## config.mk

```make
export PLATFORM = sky130hd
export DESIGN_NAME = dci_top
export DESIGN_NICKNAME = d
export VERILOG_FILES = /design/src/rtl/dci_pkg.sv /design/src/rtl/dci_crc16.sv /design/src/rtl/dci_top.sv
export SDC_FILE = /design/constraint.sdc
export NUM_CORES = 1
export LEC_CHECK = 0
export BUFFER_PORTS_ARGS = -buffer_cell sky130_fd_sc_hd__buf_4
export CORE_MARGIN = 2
export CORE_UTILIZATION = 57
export DETAILED_ROUTE_END_ITERATION = 10
export GPL_ROUTABILITY_DRIVEN = 0
export GPL_TIMING_DRIVEN = 0
export PLACE_DENSITY = 0.8
export SYNTH_ARGS = -nofsm -noshare
export SYNTH_HDL_FRONTEND = slang
export SYNTH_SLANG_ARGS = --single-unit
```

## constraint.sdc

```tcl
create_clock -name ref_clk -period 2.3 [get_ports ref_clk]
set_input_delay 0.46 -clock ref_clk [delete_from_list [all_inputs] [get_ports ref_clk]]
set_output_delay 0.46 -clock ref_clk [all_outputs]
set_load 0.05 [all_outputs]
```

## src/rtl/dci_pkg.sv

```systemverilog
// Constants, carrier types and states of the debug command interpreter.
// Operation
// - Command 00H returns major then minor revision.
// - Command 02H returns the status register byte.
// - Saturating 16-bit cycle tally, read by 03H.
// - Access, checksum and CPU commands clobber the tally.
// - Command 04H loads bits 7, 6 and 0 of following byte into control.
// - Read protection lets debug bit only be set.
// - Command 05H returns the control register byte.
// - Command 0EH returns program memory CCITT checksum.
// - Checksum outside debug mode returns FFFFH.
// - Checksum reads each byte, one clock each.
// - Command 10H steps once when allowed.
// - Command 11H runs instruction with sent opcode.
// - Stuff fetches one following byte; ignored when blocked.
// - Command 12H executes a one-to-seven byte instruction.
// - Blocked execute consumes one byte, runs nothing.
// - Control gives debug entry, breakpoint enable, reset.
package dci_pkg;

	localparam int unsigned BYTE_W = 8;
	localparam int unsigned WORD_W = 16;
	localparam int unsigned LEN_W = 3;

	localparam logic [7:0] CMD_READ_REV = 8'h00;
	localparam logic [7:0] CMD_READ_STAT = 8'h02;
	localparam logic [7:0] CMD_READ_TALLY = 8'h03;
	localparam logic [7:0] CMD_WRITE_CTL = 8'h04;
	localparam logic [7:0] CMD_READ_CTL = 8'h05;
	localparam logic [7:0] CMD_ACCESS_FIRST = 8'h08;
	localparam logic [7:0] CMD_ACCESS_LAST = 8'h0d;
	localparam logic [7:0] CMD_CRC = 8'h0e;
	localparam logic [7:0] CMD_STEP = 8'h10;
	localparam logic [7:0] CMD_STUFF = 8'h11;
	localparam logic [7:0] CMD_EXEC = 8'h12;

	localparam int unsigned CTL_DEBUG_BIT = 7;
	localparam int unsigned CTL_BRK_BIT = 6;
	localparam int unsigned CTL_RESET_BIT = 0;
	localparam logic [7:0] CTL_RESET_VALUE = 8'h00;
	localparam logic [7:0] CTL_WRITE_MASK = 8'hc1;

	localparam int unsigned STAT_DEBUG_BIT = 7;
	localparam int unsigned STAT_HALT_BIT = 6;
	localparam int unsigned STAT_PROTECT_BIT = 5;

	localparam logic [15:0] CRC_POLY = 16'h1021;
	localparam logic [15:0] CRC_INIT = 16'hffff;
	localparam logic [15:0] CRC_BLOCKED = 16'hffff;
	localparam logic [15:0] TALLY_ZERO = 16'h0000;
	localparam logic [15:0] TALLY_MAX = 16'hffff;

	localparam logic [1:0] RESP_NONE = 2'h0;
	localparam logic [1:0] RESP_ONE = 2'h1;
	localparam logic [1:0] RESP_TWO = 2'h2;
	localparam logic [LEN_W-1:0] LEN_ONE = 3'h1;

	typedef struct packed {
		logic step;
		logic stuff;
		logic exec_valid;
		logic exec_last;
		logic [7:0] data;
	} dci_cpu_cmd_t;

	typedef enum logic [3:0] {
		ST_IDLE,
		ST_GET_CTL,
		ST_GET_STUFF,
		ST_EXEC_FIRST,
		ST_EXEC_REST,
		ST_DISCARD,
		ST_CRC_RUN,
		ST_CRC_DRAIN,
		ST_CRC_DONE
	} dci_state_t;

endpackage : dci_pkg

```

## src/rtl/dci_crc16.sv

```systemverilog
// Byte-wide CRC-CCITT accumulator, most significant bit first.
module dci_crc16
	import dci_pkg::*;
(
	input wire logic ref_clk,
	input wire logic reset,
	input wire logic init,
	input wire logic enable,
	input wire logic [BYTE_W-1:0] data,
	output logic [WORD_W-1:0] crc
);
	logic [WORD_W-1:0] next_crc;

	always_comb
	begin
		next_crc = crc;
		for (int i = BYTE_W - 1; i >= 0; i--)
		begin
			if (next_crc[WORD_W-1] ^ data[i])
			begin
				next_crc = {next_crc[WORD_W-2:0], 1'b0} ^ CRC_POLY;
			end
			else
			begin
				next_crc = {next_crc[WORD_W-2:0], 1'b0};
			end
		end
	end

	always_ff @(posedge ref_clk)
	begin
		if (reset || init)
		begin
			crc <= CRC_INIT;
		end
		else if (enable)
		begin
			crc <= next_crc;
		end
	end

endmodule : dci_crc16

```

## src/rtl/dci_top.sv

```systemverilog
// Debug command interpreter: decodes host command bytes and carries them out.
module dci_top
	import dci_pkg::*;
#(
	parameter int unsigned PMEM_BYTES = 2048,
	parameter int unsigned ADDR_W = 11,
	parameter logic [7:0] REV_MAJOR = 8'h01,
	parameter logic [7:0] REV_MINOR = 8'h00
)
(
	input wire logic ref_clk,
	input wire logic reset,
	input wire logic rx_valid,
	input wire logic [BYTE_W-1:0] rx_byte,
	input wire logic [LEN_W-1:0] insn_len,
	output logic tx_valid,
	input wire logic tx_ready,
	output logic [BYTE_W-1:0] tx_byte,
	input wire logic read_protect,
	input wire logic cpu_halted,
	output logic pmem_rd,
	output logic [ADDR_W-1:0] pmem_addr,
	input wire logic [BYTE_W-1:0] pmem_data,
	output dci_pkg::dci_cpu_cmd_t cpu_cmd,
	output logic [BYTE_W-1:0] debugger_control_reg,
	output logic [BYTE_W-1:0] debugger_status_reg,
	output logic halted_debug_flag,
	output logic brk_enable,
	output logic device_reset_req
);
	import dci_pkg::*;

	localparam logic [ADDR_W-1:0] ADDR_LAST = ADDR_W'(PMEM_BYTES - 1);
	localparam logic [ADDR_W-1:0] ADDR_ZERO = '0;

	dci_state_t state;
	logic [BYTE_W-1:0] ctl;
	logic [WORD_W-1:0] cycle_tally;
	logic [WORD_W-1:0] resp;
	logic [1:0] resp_cnt;
	logic [LEN_W-1:0] exec_left;
	logic rd_pending;
	logic [WORD_W-1:0] crc_value;
	logic take;
	logic allowed;
	logic clobber;
	logic crc_start;
	logic debug_prev;
	logic load_resp;
	logic [WORD_W-1:0] load_value;
	logic [1:0] load_count;
	logic [LEN_W-1:0] first_len;
	logic [BYTE_W-1:0] next_ctl;

	assign take = rx_valid && (state == ST_IDLE);
	assign allowed = ctl[CTL_DEBUG_BIT] && !read_protect;
	assign halted_debug_flag = ctl[CTL_DEBUG_BIT];
	assign brk_enable = ctl[CTL_BRK_BIT];
	assign debugger_control_reg = ctl;
	assign crc_start = take && (rx_byte == CMD_CRC) && ctl[CTL_DEBUG_BIT];
	assign pmem_rd = (state == ST_CRC_RUN);
	assign first_len = (insn_len == '0) ? LEN_ONE : insn_len;

	always_comb
	begin
		debugger_status_reg = '0;
		debugger_status_reg[STAT_DEBUG_BIT] = ctl[CTL_DEBUG_BIT];
		debugger_status_reg[STAT_HALT_BIT] = cpu_halted;
		debugger_status_reg[STAT_PROTECT_BIT] = read_protect;
	end

	always_comb
	begin
		clobber = 1'b0;
		if (take)
		begin
			if ((rx_byte >= CMD_ACCESS_FIRST) && (rx_byte <= CMD_ACCESS_LAST))
			begin
				clobber = 1'b1;
			end
			if ((rx_byte == CMD_CRC) || (rx_byte == CMD_STEP))
			begin
				clobber = 1'b1;
			end
			if ((rx_byte == CMD_STUFF) || (rx_byte == CMD_EXEC))
			begin
				clobber = 1'b1;
			end
		end
	end

	always_comb
	begin
		load_resp = 1'b0;
		load_value = '0;
		load_count = RESP_NONE;
		if (take)
		begin
			case (rx_byte)
				CMD_READ_REV:
				begin
					load_resp = 1'b1;
					load_value = {REV_MAJOR, REV_MINOR};
					load_count = RESP_TWO;
				end
				CMD_READ_STAT:
				begin
					load_resp = 1'b1;
					load_value = {debugger_status_reg, 8'h00};
					load_count = RESP_ONE;
				end
				CMD_READ_TALLY:
				begin
					load_resp = 1'b1;
					load_value = cycle_tally;
					load_count = RESP_TWO;
				end
				CMD_READ_CTL:
				begin
					load_resp = 1'b1;
					load_value = {ctl, 8'h00};
					load_count = RESP_ONE;
				end
				CMD_CRC:
				begin
					if (!ctl[CTL_DEBUG_BIT])
					begin
						load_resp = 1'b1;
						load_value = CRC_BLOCKED;
						load_count = RESP_TWO;
					end
				end
				default:
				begin
					load_resp = 1'b0;
				end
			endcase
		end
		else if (state == ST_CRC_DONE)
		begin
			load_resp = 1'b1;
			load_value = crc_value;
			load_count = RESP_TWO;
		end
	end

	always_comb
	begin
		next_ctl = (rx_byte & CTL_WRITE_MASK) | (ctl & ~CTL_WRITE_MASK);
		if (read_protect && ctl[CTL_DEBUG_BIT])
		begin
			next_ctl[CTL_DEBUG_BIT] = 1'b1;
		end
	end

	always_ff @(posedge ref_clk)
	begin
		if (reset)
		begin
			state <= ST_IDLE;
		end
		else
		begin
			case (state)
				ST_IDLE:
				begin
					if (take)
					begin
						case (rx_byte)
							CMD_WRITE_CTL:
							begin
								state <= ST_GET_CTL;
							end
							CMD_STUFF:
							begin
								state <= allowed ? ST_GET_STUFF : ST_IDLE;
							end
							CMD_EXEC:
							begin
								state <= allowed ? ST_EXEC_FIRST : ST_DISCARD;
							end
							CMD_CRC:
							begin
								state <= ctl[CTL_DEBUG_BIT] ? ST_CRC_RUN : ST_IDLE;
							end
							default:
							begin
								state <= ST_IDLE;
							end
						endcase
					end
				end
				ST_GET_CTL, ST_GET_STUFF, ST_DISCARD:
				begin
					if (rx_valid)
					begin
						state <= ST_IDLE;
					end
				end
				ST_EXEC_FIRST:
				begin
					if (rx_valid)
					begin
						state <= (first_len == LEN_ONE) ? ST_IDLE : ST_EXEC_REST;
					end
				end
				ST_EXEC_REST:
				begin
					if (rx_valid && (exec_left == LEN_ONE))
					begin
						state <= ST_IDLE;
					end
				end
				ST_CRC_RUN:
				begin
					if (pmem_addr == ADDR_LAST)
					begin
						state <= ST_CRC_DRAIN;
					end
				end
				ST_CRC_DRAIN:
				begin
					state <= ST_CRC_DONE;
				end
				ST_CRC_DONE:
				begin
					state <= ST_IDLE;
				end
				default:
				begin
					state <= ST_IDLE;
				end
			endcase
		end
	end

	always_ff @(posedge ref_clk)
	begin
		if (reset)
		begin
			exec_left <= '0;
		end
		else if ((state == ST_EXEC_FIRST) && rx_valid)
		begin
			exec_left <= LEN_W'(first_len - LEN_ONE);
		end
		else if ((state == ST_EXEC_REST) && rx_valid)
		begin
			exec_left <= LEN_W'(exec_left - LEN_ONE);
		end
	end

	always_ff @(posedge ref_clk)
	begin
		if (reset)
		begin
			ctl <= CTL_RESET_VALUE;
		end
		else if ((state == ST_GET_CTL) && rx_valid)
		begin
			ctl <= next_ctl;
		end
		else
		begin
			ctl[CTL_RESET_BIT] <= 1'b0;
		end
	end

	always_ff @(posedge ref_clk)
	begin
		if (reset)
		begin
			device_reset_req <= 1'b0;
		end
		else
		begin
			device_reset_req <= ctl[CTL_RESET_BIT];
		end
	end

	always_ff @(posedge ref_clk)
	begin
		if (reset)
		begin
			debug_prev <= 1'b0;
		end
		else
		begin
			debug_prev <= ctl[CTL_DEBUG_BIT];
		end
	end

	always_ff @(posedge ref_clk)
	begin
		if (reset || clobber)
		begin
			cycle_tally <= TALLY_ZERO;
		end
		else if (debug_prev && !ctl[CTL_DEBUG_BIT])
		begin
			cycle_tally <= TALLY_ZERO;
		end
		else if (!ctl[CTL_DEBUG_BIT] && (cycle_tally != TALLY_MAX))
		begin
			cycle_tally <= WORD_W'(cycle_tally + 1'b1);
		end
	end

	always_ff @(posedge ref_clk)
	begin
		if (reset || crc_start)
		begin
			pmem_addr <= ADDR_ZERO;
		end
		else if ((state == ST_CRC_RUN) && (pmem_addr != ADDR_LAST))
		begin
			pmem_addr <= ADDR_W'(pmem_addr + 1'b1);
		end
	end

	always_ff @(posedge ref_clk)
	begin
		if (reset)
		begin
			rd_pending <= 1'b0;
		end
		else
		begin
			rd_pending <= pmem_rd;
		end
	end

	dci_crc16 dci_crc16_inst (
		.ref_clk(ref_clk),
		.reset(reset),
		.init(crc_start),
		.enable(rd_pending),
		.data(pmem_data),
		.crc(crc_value)
	);

	always_ff @(posedge ref_clk)
	begin
		if (reset)
		begin
			resp <= '0;
			resp_cnt <= RESP_NONE;
		end
		else if (load_resp)
		begin
			resp <= load_value;
			resp_cnt <= load_count;
		end
		else if (tx_valid && tx_ready)
		begin
			resp <= {resp[BYTE_W-1:0], 8'h00};
			resp_cnt <= 2'(resp_cnt - 1'b1);
		end
	end

	assign tx_valid = (resp_cnt != RESP_NONE);
	assign tx_byte = resp[WORD_W-1:BYTE_W];

	always_ff @(posedge ref_clk)
	begin
		if (reset)
		begin
			cpu_cmd <= '0;
		end
		else
		begin
			cpu_cmd.step <= take && (rx_byte == CMD_STEP) && allowed;
			cpu_cmd.stuff <= (state == ST_GET_STUFF) && rx_valid;
			cpu_cmd.exec_valid <= rx_valid &&
				((state == ST_EXEC_FIRST) || (state == ST_EXEC_REST));
			cpu_cmd.exec_last <= rx_valid &&
				(((state == ST_EXEC_FIRST) && (first_len == LEN_ONE)) ||
				((state == ST_EXEC_REST) && (exec_left == LEN_ONE)));
			if (rx_valid)
			begin
				cpu_cmd.data <= rx_byte;
			end
		end
	end

endmodule : dci_top

```

Word-level counts from Yosys, hierarchy flattened
Index checks and enable logic that the tools add are counted.
Widths: inputs -> output; s select.
- $add $sub $neg: 5
- $mul: 0
- divide/modulo/power cells: 0
- $lt $le $gt $ge: 2
- equal/unequal tests: 26
- shift-type cells: 0
- mux-type cells: 43
- bitwise logic cells: 18
- reductions and logical operators: 42
- operators with widths (cell ; number):
    $mux 13 ; 8
    $mux 16 ; 5
    $pmux 16 s5 ; 1
    $eq 8x5->1 const B ; 3
    $not 3->3 ; 8
    $pmux 4 s6 ; 1
    $logic_and 1x1->1 ; 21
    $mux 4 ; 5
    $mux 3 ; 6
    $add 16x1->16 const B ; 1
    $eq 4x3->1 const B ; 4
    $eq 8x2->1 const B ; 2
    $eq 8x3->1 const B ; 2
    $ne 16x16->1 const B ; 1
    $mux 2 ; 6
    $pmux 3 s4 ; 1
    $add 11x1->11 const B ; 1
    $eq 11x11->1 const B ; 1
    $ne 11x11->1 const B ; 1
    $eq 4x2->1 const B ; 2
    $eq 8x4->1 const B ; 1
    $ge 8x4->1 const B ; 1
    $le 8x4->1 const B ; 1
    $logic_not 8->1 ; 1
    22 further kinds ; 52
- register bits after elaboration: 91
- latch bits: 0
- memory bits (writable): 0
- ROM bits: 0
- input bits: 25
- output and inout port bits: 52
- memories: 0

Depth between registers and ports, before layout
- word-level depth: 16
- mapped depth: 9
- gate-level depth less buffers: 8

Hierarchy
A second synthesis with hierarchy kept.
- cell total of the unflattened synthesis: 551
- area total of the unflattened synthesis: 4992.3 um^2
- by module, submodules not included (module ; instances ; cells an instance ; area each (um^2)):
    dci_top ; 1 ; 470 ; 4091.4
    dci_crc16 ; 1 ; 81 ; 900.9

Least setup slack after synthesis
Ideal clock, no wire load.
- path type: reg2reg
- start point: reg pmem_addr[0]
- end point: reg state[2]
- data arrival time: 2.070 ns
- data required time: 2.226 ns
- slack: 0.155 ns
- stages on the path, launching flop included: 8
- path buffers: 1
- clock period less this slack: 2.145 ns
- cell sequence: dfxtp_1 > ha_1 > nand2_1 > nor4_1 > buf_2 > a2bb2oi_1 > o21ai_0 > a31oi_1
- cells in the longest elaborated chain, start to end: 3
- ends and longest elaborated chain (item ; RTL line ; text):
    from (decl) ; dci_top.sv:22 ; output logic [ADDR_W-1:0] pmem_addr,
    from (signal assigned) ; dci_top.sv:317 ; pmem_addr <= ADDR_W'(pmem_addr + 1'b1);
    $eq 11x11->1 ; dci_top.sv:216 ; if (pmem_addr == ADDR_LAST)
    $ne 2x1->1 (no source line) ; - ;
    $reduce_and 5->1 (no source line) ; - ;
    to (signal assigned) ; dci_top.sv:180 ; state <= allowed ? ST_EXEC_FIRST : ST_DISCARD;
    to (signal assigned) ; dci_top.sv:184 ; state <= ctl[CTL_DEBUG_BIT] ? ST_CRC_RUN : ST_IDLE;
    to (signal assigned) ; dci_top.sv:204 ; state <= (first_len == LEN_ONE) ? ST_IDLE : ST_EXEC_REST;
    to (decl) ; dci_top.sv:36 ; dci_state_t state;
Every way passes these cells.
A chain may end at the register's enable or synchronous reset.

Final worst setup path
- start point: reg state[0]
- end point: out pmem_rd
- cells in the longest elaborated chain, start to end: 1
- ends and longest elaborated chain (item ; RTL line ; text):
    from (signal assigned) ; dci_top.sv:176 ; state <= allowed ? ST_GET_STUFF : ST_IDLE;
    from (signal assigned) ; dci_top.sv:180 ;
    from (signal assigned) ; dci_top.sv:184 ;
    $eq 4x3->1 ; dci_top.sv:61 ; assign pmem_rd = (state == ST_CRC_RUN);
    to (decl) ; dci_top.sv:21 ; output logic pmem_rd,
Every way passes these cells.

==> impl_metrics.csv <==
group,metric,value,unit
pwr,p_sw_share,27.5,%
drt,via_count,4342,
pwr,power_frac_clock,35.8,%
outcome,outcome,"completed",
worst_setup_path,crit_fanout,10,
logic_synthesis,netlist_area,4780,um^2
drt,routed_via_density,5.59,
floorplanning,rows,33,
worst_setup_path,worst_ep_required_time,1.84,ns
global_routing,grt_pass1_wl,18600,um
timing,slew_headroom,47.0,%
drt,drt-total-wl,11400,um
clock_network,numCtsBuffers,9,
worst_setup_path,timing_worst_setup_path_type,"flip-flop to output port",
pwr,p_int,2.20,mW
clock_network,clk_transition_reported_paths,0.09,ns
worst_setup_path,slowest_delay,0.37,ns
pwr,vdd_drop_max,0.354,mV
timing,hold_viol,0,
floorplanning,start_util,58.5,%
clock_network,cts_max_level,3,
pwr,p_sw,835,uW
clock_network,clock_latency,0.36,ns
logic_synthesis,ys.flop_type,"dfxtp_1",
logic_synthesis,synth_top_area_share,36.0,%
pwr,cellPowerDensity,538,nW/um^2
final_layout,top_regs,"cycle_tally (16), dci_crc16_inst.crc (16), resp (16)",
timing,finalClockSkew,0.0139,ns
final_layout,final_nets,699,
global_routing,grt_usage,25.7,%
worst_setup_path,crit_slowest_cell,"dfxtp_2",
global_routing,grt_max_degree,15,
worst_setup_path,path_buf_inv,4,
floorplanning,die_area,9140,um^2
place,pre_cts_ws,-0.162,ns
timing,fin_crit_sh,95.6,%
logic_synthesis,yosysSeqAreaShare,36.0,%
place,portBuffers,64,
clock_network,cts_tree,"built",
worst_setup_path,path_delay_family,"buffers and inverters",
floorplanning,die_y,95.6,um
final_layout,drive_gt1_share,19.5,%
final_layout,layout_common_cells,"buf_4, dfxtp_1, nand2_1, nor2_1, xnor2_1",
clock_network,clock_path_buffers,2,
clock_network,clkSinkCount,86,
drt,ant_nets,0,
worst_setup_path,cp.arrival,1.74,ns
global_routing,grt_pass1_vias,4094,
pwr,seqPwrFrac,50.5,%
logic_synthesis,synthCells,583,
timing,setup_viol,0,
worst_setup_path,critPathLaunchType,"flip-flop",
timing,drv_slew,0,
place,dp_cells,761,
timing,setup_ws,0.101,ns
final_layout,antennaDiodeCount,0,
clock_network,cts-root-buf,"clkbuf_8",
timing,rsz0062_at_grt,"false",
pwr,p_total,3.04,mW
job,cap_violations,0,
drt,drtIter0Drc,273,
logic_synthesis,synthTopCellsByArea,"dfxtp_1, xnor2_1, mux2i_1",
timing,fin_crit,2.20,ns
pwr,pwr-share-comb,13.8,%
timing,worst_pin_slew,0.784,ns
logic_synthesis,synthArstFlopShare,0,%
floorplanning,die_w,95.6,um
logic_synthesis,synth_area_per_cell,8.21,um^2
floorplanning,core_area,8180,um^2
final_layout,areaGrowthSynthToFinish,18.0,%
logic_synthesis,synth-seq-cells,86,
drt,route.detailed.drc,0,
global_routing,antenna_found_initial,0,
floorplanning,num_io_pins,77,
final_layout,instances_no_fill,777,
logic_synthesis,ys_types,67,
hold_path,hp-class,"input pin to flip-flop",
worst_setup_path,end_kind,"output port",
drt,firstDrtPassIters,5,
timing,max_freq,455,MHz
logic_synthesis,synth_edf_count,0,
logic_synthesis,yosys.area.top_type,"dfxtp_1",
final_layout,final_common_cell,"buf_4",
pwr,p_leak,2.21,nW
global_routing,grt_overflow,0,
drt,wire_per_inst,14.7,um
place,post-dp-hpwl,8420,um
worst_setup_path,crit_chain,"nand2b_1 > or2_1 > clkbuf_1 > clkbuf_4 > inv_2 > buf_6",
timing,tns,0,ns
logic_synthesis,synth-warning-count,0,
## cells in the mapped netlist, types with 9 or more instances
cell type / count
a21o_1: 9
a21oi_1: 29
a31oi_1: 13
buf_4: 24
clkbuf_1: 23
dfxtp_1: 86
inv_1: 15
mux2i_1: 27
nand2_1: 72
nand3_1: 18
nor2_1: 57
nor3_1: 15
nor4_1: 12
o21ai_0: 18
xnor2_1: 32
xor2_1: 15
## worst reg2reg max path, stage by stage, from the launching register on
cell and delay (ns):
dfxtp_1 0.40, ha_1 0.19, nand2_1 0.12, nor4_1 0.47, buf_2 0.30, a2bb2oi_1 0.31
nor2_1 0.07, nor3_1 0.22
## routing by layer
layer / GRT usage [%] / vias to the layer above / share of wire (%)
li1: - / 2169 / -
met1: 31.9 / 2039 / 44
met2: 44.2 / 114 / 49
met3: 5.77 / 20 / 4.8
met4: 7.98 / 0 / 1.8
met5: 0 / - / 0
## final cells by class
type,count,area [um^2]
multi-input combinational,435,2730
fill,666,2530
sequential,86,1730
timing repair buffer,65,492
buffer,54,313
clock buffer,12,145
tap,105,131
inverter,16,60.1
clock inverter,4,55.1
## power groups by stage
stage          clock, mW  sequential (mW)  combinational (mW)
2_1_floorplan          0             1.60               0.268
3_3_place_gp           0             1.57               0.406
3_5_place_dp           0             1.57               0.415
4_1_cts             1.10             1.53               0.417
5_1_grt             1.16             1.54               0.454
6_report            1.09             1.53               0.418
## worst paths after layout
kind | startpoint | end | slack, ns | cells after the start
worst max register to register | pmem_addr[0] | state[0] | 0.13 | 7
worst min-delay path | rx_byte[5] | cpu_cmd[5] | 0.38 | 3
worst max-delay path | state[0] | pmem_rd | 0.10 | 6
worst min register to register | resp_cnt[1] | resp_cnt[1] | 0.48 | 2
## stage by stage
stage               hold slack, ns  util, %  instance area [um^2]
global route                 0.378     69.1                  5650
global placement             0.447     66.4                  5430
detailed placement           0.463     66.4                  5430
CTS                          0.368     69.0                  5640
floorplan                    0.436        -                  4820
finish                       0.377     69.1                  5650
## logic make-up (layout without fill, tap and decap cells)
family | after synthesis | after routing | share of synthesized area (%)
compound gates | 98 | 98 | 13.2
simple gates | 246 | 246 | 26.9
flops | 86 | 86 | 36.0
buf+inv | 71 | 151 | 7.77
xor+xnor | 47 | 47 | 8.60
other cells | 1 | 10 | 0.0784
mux | 27 | 27 | 5.65
fa+ha+maj | 7 | 7 | 1.83
## what timing repair did
action | in CTS | in global routing
hold buffers | 0 | 0
cloned | 0 | 0
buffers inserted | 0 | 1
resized for setup | 5 | 5
endpoints found under the setup margin | 1 | 23
No activity file was read; power rests on OpenSTA's default activity.
